--- src/shared/gwt_pkg.sv ---
/*
 * gwt_pkg: constants, register indices and carrier types for the
 * guarded watchdog timer.
 * assumes: a single 125 MHz clock domain and an AHB-Lite register bus
 * with 32-bit data, one register per aligned word.
 */
`default_nettype none

package gwt_pkg;

   // ----------------------------------------------------------------
   // clock and timing
   // ----------------------------------------------------------------
   localparam int unsigned REF_CLK_PERIOD_PS = 8000;   // 125 MHz
   localparam int unsigned SYS_DIV           = 8192;   // system clock divider
   localparam int unsigned WATCH_DIV         = 32;     // watch clock divider
   localparam int unsigned RST_HOLD_OSC      = 512;    // reset length, osc cycles
   // the oscillator clock is ref_clk itself, so one osc cycle is one cycle
   localparam int unsigned RST_HOLD_CYC      = RST_HOLD_OSC * 8000 / REF_CLK_PERIOD_PS;

   // ----------------------------------------------------------------
   // register indices (byte address = 4 * index)
   // ----------------------------------------------------------------
   localparam logic [15:0] IDX_CTRL_STATUS  = 16'hffb2;  // watchdog_control_status
   localparam logic [15:0] IDX_COUNTER      = 16'hffb3;  // watchdog_counter
   localparam logic [15:0] IDX_PORT_SEL_TWO = 16'hffc9;  // port_function_select_two
   localparam logic [15:0] IDX_CLK_STOP_TWO = 16'hfffb;  // module_clock_stop_two
   localparam logic [15:0] IDX_IRQ_STATUS   = 16'h0100;  // sticky event bits
   localparam logic [15:0] IDX_IRQ_MASK     = 16'h0101;  // interrupt mask

   // ----------------------------------------------------------------
   // reset values and field positions
   // ----------------------------------------------------------------
   localparam logic [7:0] CTRL_STATUS_RST  = 8'haa;
   localparam logic [7:0] COUNTER_RST      = 8'h00;
   localparam logic [7:0] PORT_SEL_RST     = 8'hd8;
   localparam logic [7:0] CLK_STOP_RST     = 8'hff;
   localparam logic [7:0] PORT_SEL_RW_MASK = 8'h27;  // bits 5,2,1,0 writable
   localparam logic [7:0] CLK_STOP_RW_MASK = 8'h1f;  // bits 4..0 writable
   localparam logic [7:0] COUNTER_MAX      = 8'hff;

   localparam int unsigned BIT_CWE_INH  = 7;  // counter_enable_write_inhibit
   localparam int unsigned BIT_CWE      = 6;  // counter_write_enable
   localparam int unsigned BIT_CRWE_INH = 5;  // register_enable_write_inhibit
   localparam int unsigned BIT_CRWE     = 4;  // control_register_write_enable
   localparam int unsigned BIT_RUN_INH  = 3;  // run_enable_write_inhibit
   localparam int unsigned BIT_RUN      = 2;  // run_enable
   localparam int unsigned BIT_FLAG_INH = 1;  // reset_flag_write_inhibit
   localparam int unsigned BIT_FLAG     = 0;  // overflow_reset_flag
   localparam int unsigned BIT_CLK_SEL  = 2;  // watchdog_clock_select
   localparam int unsigned BIT_MOD_STOP = 2;  // watchdog_module_stop

   localparam int unsigned IRQ_W        = 2;
   localparam int unsigned EVT_OVERFLOW = 0;  // counter overflowed
   localparam int unsigned EVT_REFUSED  = 1;  // counter write refused

   // ----------------------------------------------------------------
   // ahb constants
   // ----------------------------------------------------------------
   localparam logic [1:0] HTRANS_NONSEQ = 2'b10;
   localparam logic       HRESP_OKAY    = 1'b0;

   // ----------------------------------------------------------------
   // carrier types
   // ----------------------------------------------------------------
   typedef struct packed {
      logic counter_write_enable;
      logic control_register_write_enable;
      logic run_enable;
      logic overflow_reset_flag;
   } gwt_ctrl_t;

   typedef struct packed {
      logic        valid;
      logic        write;
      logic [15:0] index;
   } gwt_addr_phase_t;

   typedef enum logic [1:0] {
      GWT_ST_COUNT = 2'b01,   // normal operation
      GWT_ST_RESET = 2'b10    // internal reset being held
   } gwt_state_t;

endpackage

`default_nettype wire

--- src/hw/gwt_watchdog.sv ---
/*
 * gwt_watchdog: guarded watchdog timer with an AHB-Lite register slave.
 * assumes: ref_clk is also the oscillator clock; watch_clk is a slow level
 * synchronous to ref_clk; the bus master issues single word transfers.
 */
// Register access over AHB-Lite was decided locally.
// Function
// eight-bit up-counter, one step per tick
// tick: system clock /8192 or watch /32
// counter overflow raises internal chip reset
// start value loaded sets period 1..256
// module standby halts the watchdog
// control resets to aa, inhibit bits read 1
// counter write enable changes only with bit7 zero
// counter writes only while counter write enable set
// register write enable changes only with bit5 zero
// run and flag writable only with register enable
// run write also needs bit3 zero
// guarded write of one sets run enable
// run clears on reset or guarded zero write
// counting follows run enable
// flag write needs bit1 zero
// flag set by overflow, cleared by pin/software
// overflow after ff, reset one cycle later, 512 long
// clock select zero picks system divider
// standby only takes effect while run is clear
`timescale 1ns/1ps
`default_nettype none

module gwt_watchdog
   import gwt_pkg::*;
#(
   parameter int unsigned SYS_DIVIDER   = SYS_DIV,      // system clock divider
   parameter int unsigned WATCH_DIVIDER = WATCH_DIV,    // watch clock divider
   parameter int unsigned RESET_HOLD    = RST_HOLD_CYC  // reset length in cycles
)
(
   input  wire  logic        ref_clk,
   input  wire  logic        rst_n,
   input  wire  logic        clk_en,
   input  wire  logic        watch_clk,
   input  wire  logic        hsel,
   input  wire  logic [31:0] haddr,
   input  wire  logic [1:0]  htrans,
   input  wire  logic        hwrite,
   input  wire  logic [2:0]  hsize,
   input  wire  logic [31:0] hwdata,
   input  wire  logic        hready,
   output logic        [31:0] hrdata,
   output logic              hreadyout,
   output logic              hresp,
   output logic              chip_reset_req,
   output logic              irq
);

   // ----------------------------------------------------------------
   // declarations
   // ----------------------------------------------------------------
   gwt_ctrl_t       ctrl_r;          // guarded control bits
   logic [7:0]      counter_r;       // watchdog counter
   logic [7:0]      port_sel_r;      // port function select register
   logic [7:0]      clk_stop_r;      // module clock stop register
   logic [IRQ_W-1:0] irq_status_r;   // sticky events
   logic [IRQ_W-1:0] irq_mask_r;     // interrupt enables
   gwt_addr_phase_t aph_r;           // latched address phase
   logic            rd_pend_r;       // read waiting for its data cycle
   logic [12:0]     sys_div_r;       // system clock prescaler
   logic [4:0]      watch_div_r;     // watch clock edge counter
   logic            watch_prev_r;    // watch clock level one cycle ago
   logic            ovf_pend_r;      // overflow seen, reset next cycle
   logic [9:0]      hold_r;          // reset hold countdown
   gwt_state_t      state_r;         // count or reset-hold
   gwt_state_t      state_nxt;
   logic [31:0]     hrdata_r;
   logic            hreadyout_r;
   logic            chip_reset_r;
   logic            irq_r;
   logic [IRQ_W-1:0] irq_status_nxt;

   logic            wr_now;          // write data phase completes now
   logic [7:0]      wd;              // written byte
   logic            standby;         // module standby in force
   logic            active;          // prescalers and counter may move
   logic            tick;            // one counter step
   logic            ovf;             // counter overflows on this tick
   logic            cnt_wr_ok;       // accepted counter write
   logic            cnt_wr_bad;      // refused counter write
   logic            in_reset;        // internal reset being held

   // ----------------------------------------------------------------
   // helpers
   // ----------------------------------------------------------------
   // true when a write in its data phase targets the given index
   function automatic logic hit(input gwt_addr_phase_t a, input logic [15:0] idx);
      hit = a.valid && a.write && (a.index == idx);
   endfunction

   // ----------------------------------------------------------------
   // combinational decode
   // ----------------------------------------------------------------
   always_comb
   begin
      wr_now     = aph_r.valid && aph_r.write;
      wd         = hwdata[7:0];
      // standby request is held off while the watchdog is running
      standby    = !clk_stop_r[BIT_MOD_STOP] && !ctrl_r.run_enable;
      in_reset   = (state_r == GWT_ST_RESET);
      active     = ctrl_r.run_enable && !standby && !in_reset;
      // clock select: 0 picks the system divider, 1 the watch divider
      if (!port_sel_r[BIT_CLK_SEL])
      begin
         tick = active && (sys_div_r == 13'(SYS_DIVIDER - 1));
      end
      else
      begin
         tick = active && watch_clk && !watch_prev_r
                && (watch_div_r == 5'(WATCH_DIVIDER - 1));
      end
      ovf        = tick && (counter_r == COUNTER_MAX);
      cnt_wr_ok  = hit(aph_r, IDX_COUNTER) && ctrl_r.counter_write_enable;
      cnt_wr_bad = hit(aph_r, IDX_COUNTER) && !ctrl_r.counter_write_enable;
   end

   // ----------------------------------------------------------------
   // ahb address phase capture and response timing
   // ----------------------------------------------------------------
   // writes take no wait state; reads take one so that a write just
   // before is already visible in the read data
   always_ff @(posedge ref_clk)
   begin
      if (!rst_n)
      begin
         aph_r       <= '0;
         rd_pend_r   <= 1'b0;
         hreadyout_r <= 1'b1;
      end
      else if (clk_en)
      begin
         if (hready && hreadyout_r)
         begin
            // new address phase accepted
            aph_r.valid <= hsel && (htrans == HTRANS_NONSEQ);
            aph_r.write <= hwrite;
            aph_r.index <= haddr[17:2];
            if (hsel && (htrans == HTRANS_NONSEQ) && !hwrite)
            begin
               rd_pend_r   <= 1'b1;
               hreadyout_r <= 1'b0;
            end
         end
         else if (rd_pend_r)
         begin
            // wait state ends, read data presented
            rd_pend_r   <= 1'b0;
            hreadyout_r <= 1'b1;
            aph_r.valid <= 1'b0;
         end
      end
   end

   // ----------------------------------------------------------------
   // read data mux
   // ----------------------------------------------------------------
   always_ff @(posedge ref_clk)
   begin
      if (!rst_n)
      begin
         hrdata_r <= 32'h0000_0000;
      end
      else if (clk_en && rd_pend_r)
      begin
         case (aph_r.index)
            // inhibit bits always read as one
            IDX_CTRL_STATUS:
               hrdata_r <= {24'h00_0000, 1'b1, ctrl_r.counter_write_enable,
                            1'b1, ctrl_r.control_register_write_enable,
                            1'b1, ctrl_r.run_enable,
                            1'b1, ctrl_r.overflow_reset_flag};
            IDX_COUNTER:      hrdata_r <= {24'h00_0000, counter_r};
            IDX_PORT_SEL_TWO: hrdata_r <= {24'h00_0000, port_sel_r};
            IDX_CLK_STOP_TWO: hrdata_r <= {24'h00_0000, clk_stop_r};
            IDX_IRQ_STATUS:   hrdata_r <= {30'h0000_0000, irq_status_r};
            IDX_IRQ_MASK:     hrdata_r <= {30'h0000_0000, irq_mask_r};
            // unmapped reads return zero
            default:          hrdata_r <= 32'h0000_0000;
         endcase
      end
   end

   // ----------------------------------------------------------------
   // guarded control bits
   // ----------------------------------------------------------------
   always_ff @(posedge ref_clk)
   begin
      if (!rst_n)
      begin
         // pin reset: all guarded bits to their initial values
         ctrl_r <= '{counter_write_enable:          CTRL_STATUS_RST[BIT_CWE],
                     control_register_write_enable: CTRL_STATUS_RST[BIT_CRWE],
                     run_enable:                    CTRL_STATUS_RST[BIT_RUN],
                     overflow_reset_flag:           CTRL_STATUS_RST[BIT_FLAG]};
      end
      else if (clk_en)
      begin
         if (in_reset)
         begin
            // the internal chip reset returns the enables to reset state
            ctrl_r.counter_write_enable          <= CTRL_STATUS_RST[BIT_CWE];
            ctrl_r.control_register_write_enable <= CTRL_STATUS_RST[BIT_CRWE];
            ctrl_r.run_enable                    <= CTRL_STATUS_RST[BIT_RUN];
         end
         else if (hit(aph_r, IDX_CTRL_STATUS))
         begin
            // counter write enable changes only with its inhibit at zero
            if (!wd[BIT_CWE_INH])
            begin
               ctrl_r.counter_write_enable <= wd[BIT_CWE];
            end
            // register write enable changes only with its inhibit at zero
            if (!wd[BIT_CRWE_INH])
            begin
               ctrl_r.control_register_write_enable <= wd[BIT_CRWE];
            end
            // run enable: needs the current register enable and bit 3 zero
            if (ctrl_r.control_register_write_enable && !wd[BIT_RUN_INH])
            begin
               ctrl_r.run_enable <= wd[BIT_RUN];
            end
         end
         // reset flag: overflow sets it and wins over a clear
         if (ovf_pend_r)
         begin
            ctrl_r.overflow_reset_flag <= 1'b1;
         end
         else if (hit(aph_r, IDX_CTRL_STATUS) && !in_reset
                  && ctrl_r.control_register_write_enable
                  && !wd[BIT_FLAG_INH])
         begin
            ctrl_r.overflow_reset_flag <= wd[BIT_FLAG];
         end
      end
   end

   // ----------------------------------------------------------------
   // prescalers for both tick sources
   // ----------------------------------------------------------------
   always_ff @(posedge ref_clk)
   begin
      if (!rst_n)
      begin
         sys_div_r    <= 13'h0000;
         watch_div_r  <= 5'h00;
         watch_prev_r <= 1'b0;
      end
      else if (clk_en)
      begin
         watch_prev_r <= watch_clk;
         if (!active)
         begin
            // halted: prescalers hold, as in module standby
            sys_div_r   <= sys_div_r;
            watch_div_r <= watch_div_r;
         end
         else if (!port_sel_r[BIT_CLK_SEL])
         begin
            sys_div_r <= (sys_div_r == 13'(SYS_DIVIDER - 1)) ? 13'h0000
                         : sys_div_r + 13'h0001;
         end
         else if (watch_clk && !watch_prev_r)
         begin
            watch_div_r <= (watch_div_r == 5'(WATCH_DIVIDER - 1)) ? 5'h00
                           : watch_div_r + 5'h01;
         end
      end
   end

   // ----------------------------------------------------------------
   // watchdog counter
   // ----------------------------------------------------------------
   always_ff @(posedge ref_clk)
   begin
      if (!rst_n)
      begin
         counter_r <= COUNTER_RST;
      end
      else if (clk_en)
      begin
         if (in_reset)
         begin
            counter_r <= COUNTER_RST;
         end
         else if (cnt_wr_ok)
         begin
            // loaded start value; a write beats a tick in the same cycle
            counter_r <= wd;
         end
         else if (tick)
         begin
            counter_r <= counter_r + 8'h01;
         end
      end
   end

   // ----------------------------------------------------------------
   // overflow to internal reset sequencing
   // ----------------------------------------------------------------
   always_comb
   begin
      state_nxt = state_r;
      case (state_r)
         GWT_ST_COUNT:
         begin
            // reset issued one cycle after the overflow tick
            if (ovf_pend_r)
            begin
               state_nxt = GWT_ST_RESET;
            end
         end
         GWT_ST_RESET:
         begin
            if (hold_r == 10'h001)
            begin
               state_nxt = GWT_ST_COUNT;
            end
         end
         default: state_nxt = GWT_ST_COUNT;
      endcase
   end

   always_ff @(posedge ref_clk)
   begin
      if (!rst_n)
      begin
         state_r      <= GWT_ST_COUNT;
         ovf_pend_r   <= 1'b0;
         hold_r       <= 10'h000;
         chip_reset_r <= 1'b0;
      end
      else if (clk_en)
      begin
         state_r    <= state_nxt;
         ovf_pend_r <= ovf;
         if (state_r == GWT_ST_COUNT && ovf_pend_r)
         begin
            hold_r       <= 10'(RESET_HOLD);
            chip_reset_r <= 1'b1;
         end
         else if (state_r == GWT_ST_RESET)
         begin
            hold_r       <= hold_r - 10'h001;
            chip_reset_r <= (hold_r != 10'h001);
         end
      end
   end

   // ----------------------------------------------------------------
   // plain registers: clock select and module stop
   // ----------------------------------------------------------------
   always_ff @(posedge ref_clk)
   begin
      if (!rst_n)
      begin
         port_sel_r <= PORT_SEL_RST;
         clk_stop_r <= CLK_STOP_RST;
      end
      else if (clk_en)
      begin
         if (hit(aph_r, IDX_PORT_SEL_TWO))
         begin
            port_sel_r <= (wd & PORT_SEL_RW_MASK) | (PORT_SEL_RST & ~PORT_SEL_RW_MASK);
         end
         if (hit(aph_r, IDX_CLK_STOP_TWO))
         begin
            // bit stored at once; takes effect once run enable clears
            clk_stop_r <= (wd & CLK_STOP_RW_MASK) | (CLK_STOP_RST & ~CLK_STOP_RW_MASK);
         end
      end
   end

   // ----------------------------------------------------------------
   // interrupt status, mask and output
   // ----------------------------------------------------------------
   always_comb
   begin
      irq_status_nxt = irq_status_r;
      if (hit(aph_r, IDX_IRQ_STATUS))
      begin
         irq_status_nxt = irq_status_nxt & ~wd[IRQ_W-1:0];
      end
      // events set after the clear so a set wins
      if (ovf)
      begin
         irq_status_nxt[EVT_OVERFLOW] = 1'b1;
      end
      if (cnt_wr_bad)
      begin
         irq_status_nxt[EVT_REFUSED] = 1'b1;
      end
   end

   always_ff @(posedge ref_clk)
   begin
      if (!rst_n)
      begin
         irq_status_r <= '0;
         irq_mask_r   <= '0;
         irq_r        <= 1'b0;
      end
      else if (clk_en)
      begin
         irq_status_r <= irq_status_nxt;
         if (hit(aph_r, IDX_IRQ_MASK))
         begin
            irq_mask_r <= wd[IRQ_W-1:0];
         end
         irq_r <= |(irq_status_nxt & (hit(aph_r, IDX_IRQ_MASK) ? wd[IRQ_W-1:0]
                                                                : irq_mask_r));
      end
   end

   // ----------------------------------------------------------------
   // outputs
   // ----------------------------------------------------------------
   assign hrdata         = hrdata_r;
   assign hreadyout      = hreadyout_r;
   assign hresp          = HRESP_OKAY;
   assign chip_reset_req = chip_reset_r;
   assign irq            = irq_r;

endmodule

`default_nettype wire

--- config.mk ---
export PLATFORM = sky130hd
export DESIGN_NAME = gwt_watchdog
export DESIGN_NICKNAME = d
export VERILOG_FILES = /design/src/shared/gwt_pkg.sv /design/src/hw/gwt_watchdog.sv
export SDC_FILE = /design/constraint.sdc
export NUM_CORES = 1
export LEC_CHECK = 0
export BUFFER_PORTS_ARGS = -buffer_cell sky130_fd_sc_hd__buf_4
export CAP_MARGIN = 20
export CORE_MARGIN = 5
export CORE_UTILIZATION = 52
export DETAILED_ROUTE_END_ITERATION = 7
export PLACE_DENSITY = 0.76
export SETUP_SLACK_MARGIN = 0.3
export SLEW_MARGIN = 20
export SYNTH_ARGS = -nofsm -noshare
export SYNTH_HDL_FRONTEND = slang
export SYNTH_SLANG_ARGS = --single-unit
export TNS_END_PERCENT = 50
--- constraint.sdc ---
create_clock -name ref_clk -period 2.6 [get_ports ref_clk]
set_input_delay 0.26 -clock ref_clk [delete_from_list [all_inputs] [get_ports ref_clk]]
set_output_delay 0.26 -clock ref_clk [all_outputs]
set_load 0.005 [all_outputs]
## Yosys cells after proc, flatten, opt, wreduce, memory -nomap -nowiden

Cells that the tools add are included.

- Flip-flop bits (word level): 111
- Output and inout port bits: 36
- Logic and storage cells: 140

- Reductions and logical operators: 58
- Add/sub/neg operators: 4
- Bitwise logic cells: 4
- Equality and inequality tests: 19
- Mux-type cells: 32

Operators by type and width:

| cell | count |
|---|---|
| equality test 16 bit (second input constant) | 4 |
| case mux 8 bit (6 select lines) | 1 |
| equality test 16 x 9 -> 1 bit (second input constant) | 2 |
| logical AND 1 bit | 27 |
| two-way mux 8 bit | 3 |
| two-way mux 10 bit | 2 |
| AND reduction 3 bit | 6 |
| two-way mux 1 bit | 17 |
| AND reduction 2 bit | 8 |
| adder 13 x 1 -> 13 bit (second input constant) | 1 |
| equality test 13 bit (second input constant) | 1 |
| two-way mux 13 bit | 1 |
| equality test 10 x 1 -> 1 bit (second input constant) | 1 |
| != test 10 x 1 -> 1 bit (second input constant) | 1 |
| nonzero test 2 bit | 5 |
| subtractor 10 x 1 -> 10 bit (second input constant) | 1 |
| zero test 1 bit | 9 |
| adder 8 x 1 -> 8 bit (second input constant) | 1 |
| equality test 8 bit (second input constant) | 1 |
| two-way mux 2 bit | 4 |
| != test 2 x 1 -> 1 bit (second input constant) | 4 |
| two-way mux 3 bit | 2 |
| adder 5 x 1 -> 5 bit (second input constant) | 1 |
| equality test 5 bit (second input constant) | 1 |
| 11 further kinds | 13 |

## Logic depth before layout (Yosys ltp)

- Depth after elaboration: 13
- Depth in mapped cells: 9

## Worst setup path before layout

Ideal clock, no wire load.

- Path type: reg-to-reg
- Start: register aph_r[15] in the netlist's numbering
- End: register clk_stop_r[0]
- Path buffers: 1
- Arrival: 1.728 ns
- Required time: 2.470 ns
- Library setup time: 0.130 ns
- Period minus slack after synthesis: 1.857 ns
- Path slack: 0.743 ns
- Cell stages (with the launch flop): 8
- Cells stage by stage: dfxtp_1 nand4_1 nor3_1 and2_1 buf_4 nor3b_2 mux2i_1 nand2_1

- Word-level cells in the longest chain between the ends: 3

Ends and longest elaborated chain:

| element | line | text |
|---|---|---|
| start: declaration | gwt_watchdog.sv:65 | `gwt_addr_phase_t aph_r;` |
| equality test 16 bit | gwt_watchdog.sv:95 | `hit = a.valid && a.write && (a.index == idx);` |
| logical AND 1 bit | gwt_watchdog.sv:95 |  |
| AND reduction 2 bit (no source line) | -- |  |
| end signal: assignment | gwt_watchdog.sv:375 | `clk_stop_r <= (wd & CLK_STOP_RW_MASK) \| (CLK_STOP_RST & ~CLK_STOP_RW_MASK);` |
| end: declaration | gwt_watchdog.sv:62 | `logic [7:0] clk_stop_r;` |

No other way between the ends.
A chain may end at the register's enable or synchronous reset.

## Worst setup path in the final report

- Start: register aph_r[14] in the netlist's numbering
- End: register clk_stop_r[3]

Same word-level chain as after synthesis.

==> results_tabular.tex <==
\begin{tabular}{lr}
\hline
Metric & Value \\
\hline
\multicolumn{2}{l}{\textbf{Placed design}} \\
\quad Detailed Place HPWL & 7230 um \\
\quad Buffers on Ports & 43 \\
\quad Gpl congestion & between 0.8 and 0.9 \\
\quad Post-placement cell count & 671 \\
\multicolumn{2}{l}{\textbf{Yosys}} \\
\quad Proportion of register bits with asynchronous set or reset after synthesis & 0 \\
\quad Post-synthesis mux area share & 0.0355 \\
\quad Top\_reg\_cell synth & sky130\_fd\_sc\_hd\_\_dfxtp\_1 \\
\quad Compound-gate portion of the synthesized area & 0.164 \\
\quad Most used standard cell by instance count after synthesis & sky130\_fd\_sc\_hd\_\_dfxtp\_1 \\
\quad Yosys reg bits & between 80 and 90 \\
\quad Sequential cell area fraction in the yosys report & 0.383 \\
\quad Gate count of the mapped netlist & 538 \\
\quad Number of warnings printed during yosys synthesis & 0 \\
\quad Combinational family with the most area after synthesis & simple AND/OR/NAND/NOR gates \\
\quad Simple-gate share of the synthesized area & 0.287 \\
\quad Xor and xnor fraction of the mapped netlist area & 0.0385 \\
\quad Dominant cells by area after synthesis & sky130\_fd\_sc\_hd\_\_dfxtp\_1, sky130\_fd\_sc\_hd\_\_nand2\_1, sky130\_fd\_sc\_hd\_\_buf\_4 \\
\quad Area share of the leading cell type in the synthesized netlist & 0.383 \\
\quad Count of distinct cell types in the synthesized netlist & 66 \\
\quad Post-synthesis instance area & between 4000 and 5000 um\^{}2 \\
\quad Share of synthesized cell area in full adder, half adder and majority cells & 0.0165 \\
\quad Yosys top cell by area & sky130\_fd\_sc\_hd\_\_dfxtp\_1 \\
\quad Mapped Avg Cell Area & 8.46 um\^{}2 \\
\quad List of most frequent post-synthesis cells & sky130\_fd\_sc\_hd\_\_dfxtp\_1, sky130\_fd\_sc\_hd\_\_nand2\_1, sky130\_fd\_sc\_hd\_\_nand3\_1 \\
\quad Post-synth EDFFs & 0 \\
\multicolumn{2}{l}{\textbf{Floorplanning}} \\
\quad Floorplan Core Area & 8640 um\^{}2 \\
\quad Starting utilization of the core area & 0.527 \\
\quad Die footprint & 10700 um\^{}2 \\
\quad Die Span X & 104 um \\
\quad Count of pins on the block boundary & 112 \\
\quad Height of the die & 104 um \\
\quad Cell Rows & 34 \\
\multicolumn{2}{l}{\textbf{Outcome}} \\
\quad Result of the run & finished clean \\
\multicolumn{2}{l}{\textbf{Detailed routing}} \\
\quad Final wirelength & 9980 um \\
\quad Starting DRC count in detailed routing & 227 \\
\quad Number of optimization iterations in the first detailed-route pass & 7 \\
\quad Detailed-route vias per instance & 5.60 \\
\quad DRC violation count after routing & 0 \\
\quad Detailed-route via count & 3854 \\
\quad Final routed wire length divided by cell count & 14.5 um \\
\quad Antenna-violating nets left & 0 \\
\multicolumn{2}{l}{\textbf{Cells and area}} \\
\quad Sequential standard cell area & 1740 um\^{}2 \\
\quad Antenna fix cells & 0 \\
\quad Multi-input gate area & 2570 um\^{}2 \\
\quad Number of fill cells & 778 \\
\quad Final std cells w/o fill & 688 \\
\quad Growth of design area from synthesis to finish & 12.8\% \\
\quad Proportion of layout cells with a drive suffix above 1 & 0.150 \\
\quad Finished Core Util & 0.594 \\
\quad Nets@finish & 657 \\
\multicolumn{2}{l}{\textbf{Power}} \\
\quad Largest voltage drop on the vdd net & 0.000320 V \\
\quad Leakage power total & 2.03 nW \\
\quad Internal power & 2.15 mW \\
\quad Share of total power consumed by net switching & 0.212 \\
\quad Sequential fraction of design power & 0.499 \\
\quad Clk network pwr share & 0.443 \\
\quad Switching power of the nets & 580 uW \\
\quad Combinational Power Share & 0.058 \\
\quad Power density over the cells & 532 nW/um\^{}2 \\
\multicolumn{2}{l}{\textbf{Worst setup path}} \\
\quad Crit path DAT & 2.38 ns \\
\quad CP Data Required Time & 2.82 ns \\
\quad Nature of the critical path endpoint & flop \\
\quad Maximum fanout count along the critical path & 10 \\
\quad Reg-to-Reg Start & aph\_r[14]\$\_SDFFE\_PN0P\_ \\
\quad Setup crit start kind & flop \\
\quad Startpoint of the worst setup timing path & aph\_r[14]\$\_SDFFE\_PN0P\_ \\
\quad Worst setup path class & flop to flop \\
\multicolumn{2}{l}{\textbf{STA}} \\
\quad Actual transition at the worst max-transition pin & 0.622 ns \\
\quad Min Tclk post-route & 2.15 ns \\
\quad Final worst path period share & 0.828 \\
\quad Slew HR & 0.584 \\
\quad Max-slew violations & 0 \\
\quad Maximum operating frequency & 464 MHz \\
\quad Clk\_skew & 0.00692 ns \\
\quad Hold violation count in the final report & 0 \\
\quad RSZ-0062 raised after global routing & yes \\
\quad Setup tns final & 0 ns \\
\quad Total of endpoints with negative setup slack in the final report & 0 \\
\multicolumn{2}{l}{\textbf{Clock tree}} \\
\quad Clock edge transition at the registers on the reported setup and hold paths & $\sim$0.09 ns \\
\quad Maximum number of buffers from clock root to sink & 2 \\
\quad Clock root cell & sky130\_fd\_sc\_hd\_\_clkbuf\_8 \\
\quad Cts hold-fix bufs & 0 \\
\quad CTS tree & built \\
\quad Latest clock arrival within the worst-skew pair & 0.35 ns \\
\quad Number of levels the H-tree was split into & 3 \\
\quad Sink Count & 87 \\
\quad Number of clock buffers inserted by TritonCTS & 9 \\
\multicolumn{2}{l}{\textbf{Run}} \\
\quad Max capacitance violation total & 0 \\
\multicolumn{2}{l}{\textbf{GRT}} \\
\quad Via count of the first global-routing pass & 3750 \\
\quad Maximum number of pins on one net before global-route repair & 68 \\
\quad Residual overflow from global routing & 0 \\
\quad First-pass GRT wire length & 17000 um \\
\quad Antenna violations before repair & 0 \\
\quad Overall routing resource usage & 0.185 \\
\multicolumn{2}{l}{\textbf{Min path}} \\
\quad Hold wc startpoint & haddr[4] \\
\quad Hold/Removal Path Class & input pin to flop \\
\hline
\end{tabular}
kinds of logic (layout without fill, tap and decap cells):
| group | count (synthesis) | in the layout |
|---|---|---|
| fa+ha+maj | 6 | 6 |
| xor+xnor | 20 | 20 |
| other cells | 1 | 25 |
| compound gates | 106 | 106 |
| flops | 87 | 87 |
| mux | 16 | 16 |
| buf+inv | 59 | 77 |
| simple gates | 243 | 243 |
power groups by stage:
stage                     Clock (mW)  Sequential (mW)  Combinational (mW)
after CTS                       1.23             1.36               0.157
after global placement             0             1.39               0.154
after floorplan                    0             1.39               0.117
after global routing            1.29             1.36               0.178
final                           1.21             1.36               0.159
after detailed placement           0             1.39               0.157
layout by cell type, fill, tap and decap left out, types with 9 or more instances in the layout:
cell,instances
sky130_fd_sc_hd__dfxtp_1,87
sky130_fd_sc_hd__nand2_1,86
sky130_fd_sc_hd__buf_4,52
sky130_fd_sc_hd__nand3_1,31
sky130_fd_sc_hd__nor2_1,29
sky130_fd_sc_hd__a21boi_0,26
sky130_fd_sc_hd__conb_1,25
sky130_fd_sc_hd__o21ai_0,22
sky130_fd_sc_hd__nor2b_1,15
sky130_fd_sc_hd__nand4_1,15
sky130_fd_sc_hd__mux2i_1,15
sky130_fd_sc_hd__a21oi_1,14
sky130_fd_sc_hd__nor3_1,12
sky130_fd_sc_hd__xor2_1,12
sky130_fd_sc_hd__inv_1,9
sky130_fd_sc_hd__clkbuf_8,9
stage by stage:
step                hold WS [ns]  cell area, um^2  total power [mW]  setup slack, ns
detailed placement         0.462             4850              1.55            0.420
global route               0.155             5130              2.83            0.296
finish                     0.162             5130              2.73            0.447
global placement           0.455             4850              1.55            0.456
CTS                        0.147             5110              2.75            0.404
floorplan                  0.388             4640              1.51            0.743
worst max-delay path, cell delays in order (launching register included):
cell                      delay, ns
sky130_fd_sc_hd__dfxtp_1       0.37
sky130_fd_sc_hd__nand4_1       0.21
sky130_fd_sc_hd__nor3_1        0.36
sky130_fd_sc_hd__and2_1        0.42
sky130_fd_sc_hd__nor3b_2       0.23
sky130_fd_sc_hd__buf_4         0.18
sky130_fd_sc_hd__mux2i_1       0.20
sky130_fd_sc_hd__nand2_1       0.07
timing repair:
action | CTS | global route
resized for setup | 0 | 2
setup buffers | 0 | 1
setup endpoints to repair | 0 | 9
layer usage:
| metal | vias to the layer above | global-route usage | part of all wire |
|---|---|---|---|
| li1 | 1943 | - | - |
| met2 | 91 | 0.316 | 0.51 |
| met3 | 23 | 0.0354 | 0.043 |
| met1 | 1797 | 0.225 | 0.43 |
| met4 | 0 | 0.0806 | 0.021 |
| met5 | - | 0 | 0 |
sequential cells by signal, summed over array words and instances (netlist names), 2 cells and up:
signal	count
clk_stop_r	5
aph_r	18
hold_r	10
watch_div_r	5
hrdata	8
ctrl_r	4
port_sel_r	4
state_r	2
irq_mask_r	2
counter_r	8
sys_div_r	13
irq_status_r	2
final timing paths:
kind,to,slack [ns],depth (start not counted)
min reg2reg,rd_pend_r$_SDFFE_PN0P_,0.47,2
min,aph_r[2]$_SDFFE_PN0P_,0.16,3
max reg2reg,clk_stop_r[3]$_SDFFE_PN1P_,0.45,7
max,clk_stop_r[3]$_SDFFE_PN1P_,0.45,7
cell type report:
type,instances,area share
Tap cell,108,0.0263
Inverter,9,0.00658
Timing Repair Buffer,52,0.0760
Clock inverter,6,0.0258
Multi-Input combinational cell,416,0.501
Clock buffer,10,0.0249
Sequential cell,87,0.339
(Power assumes the default switching activity.)
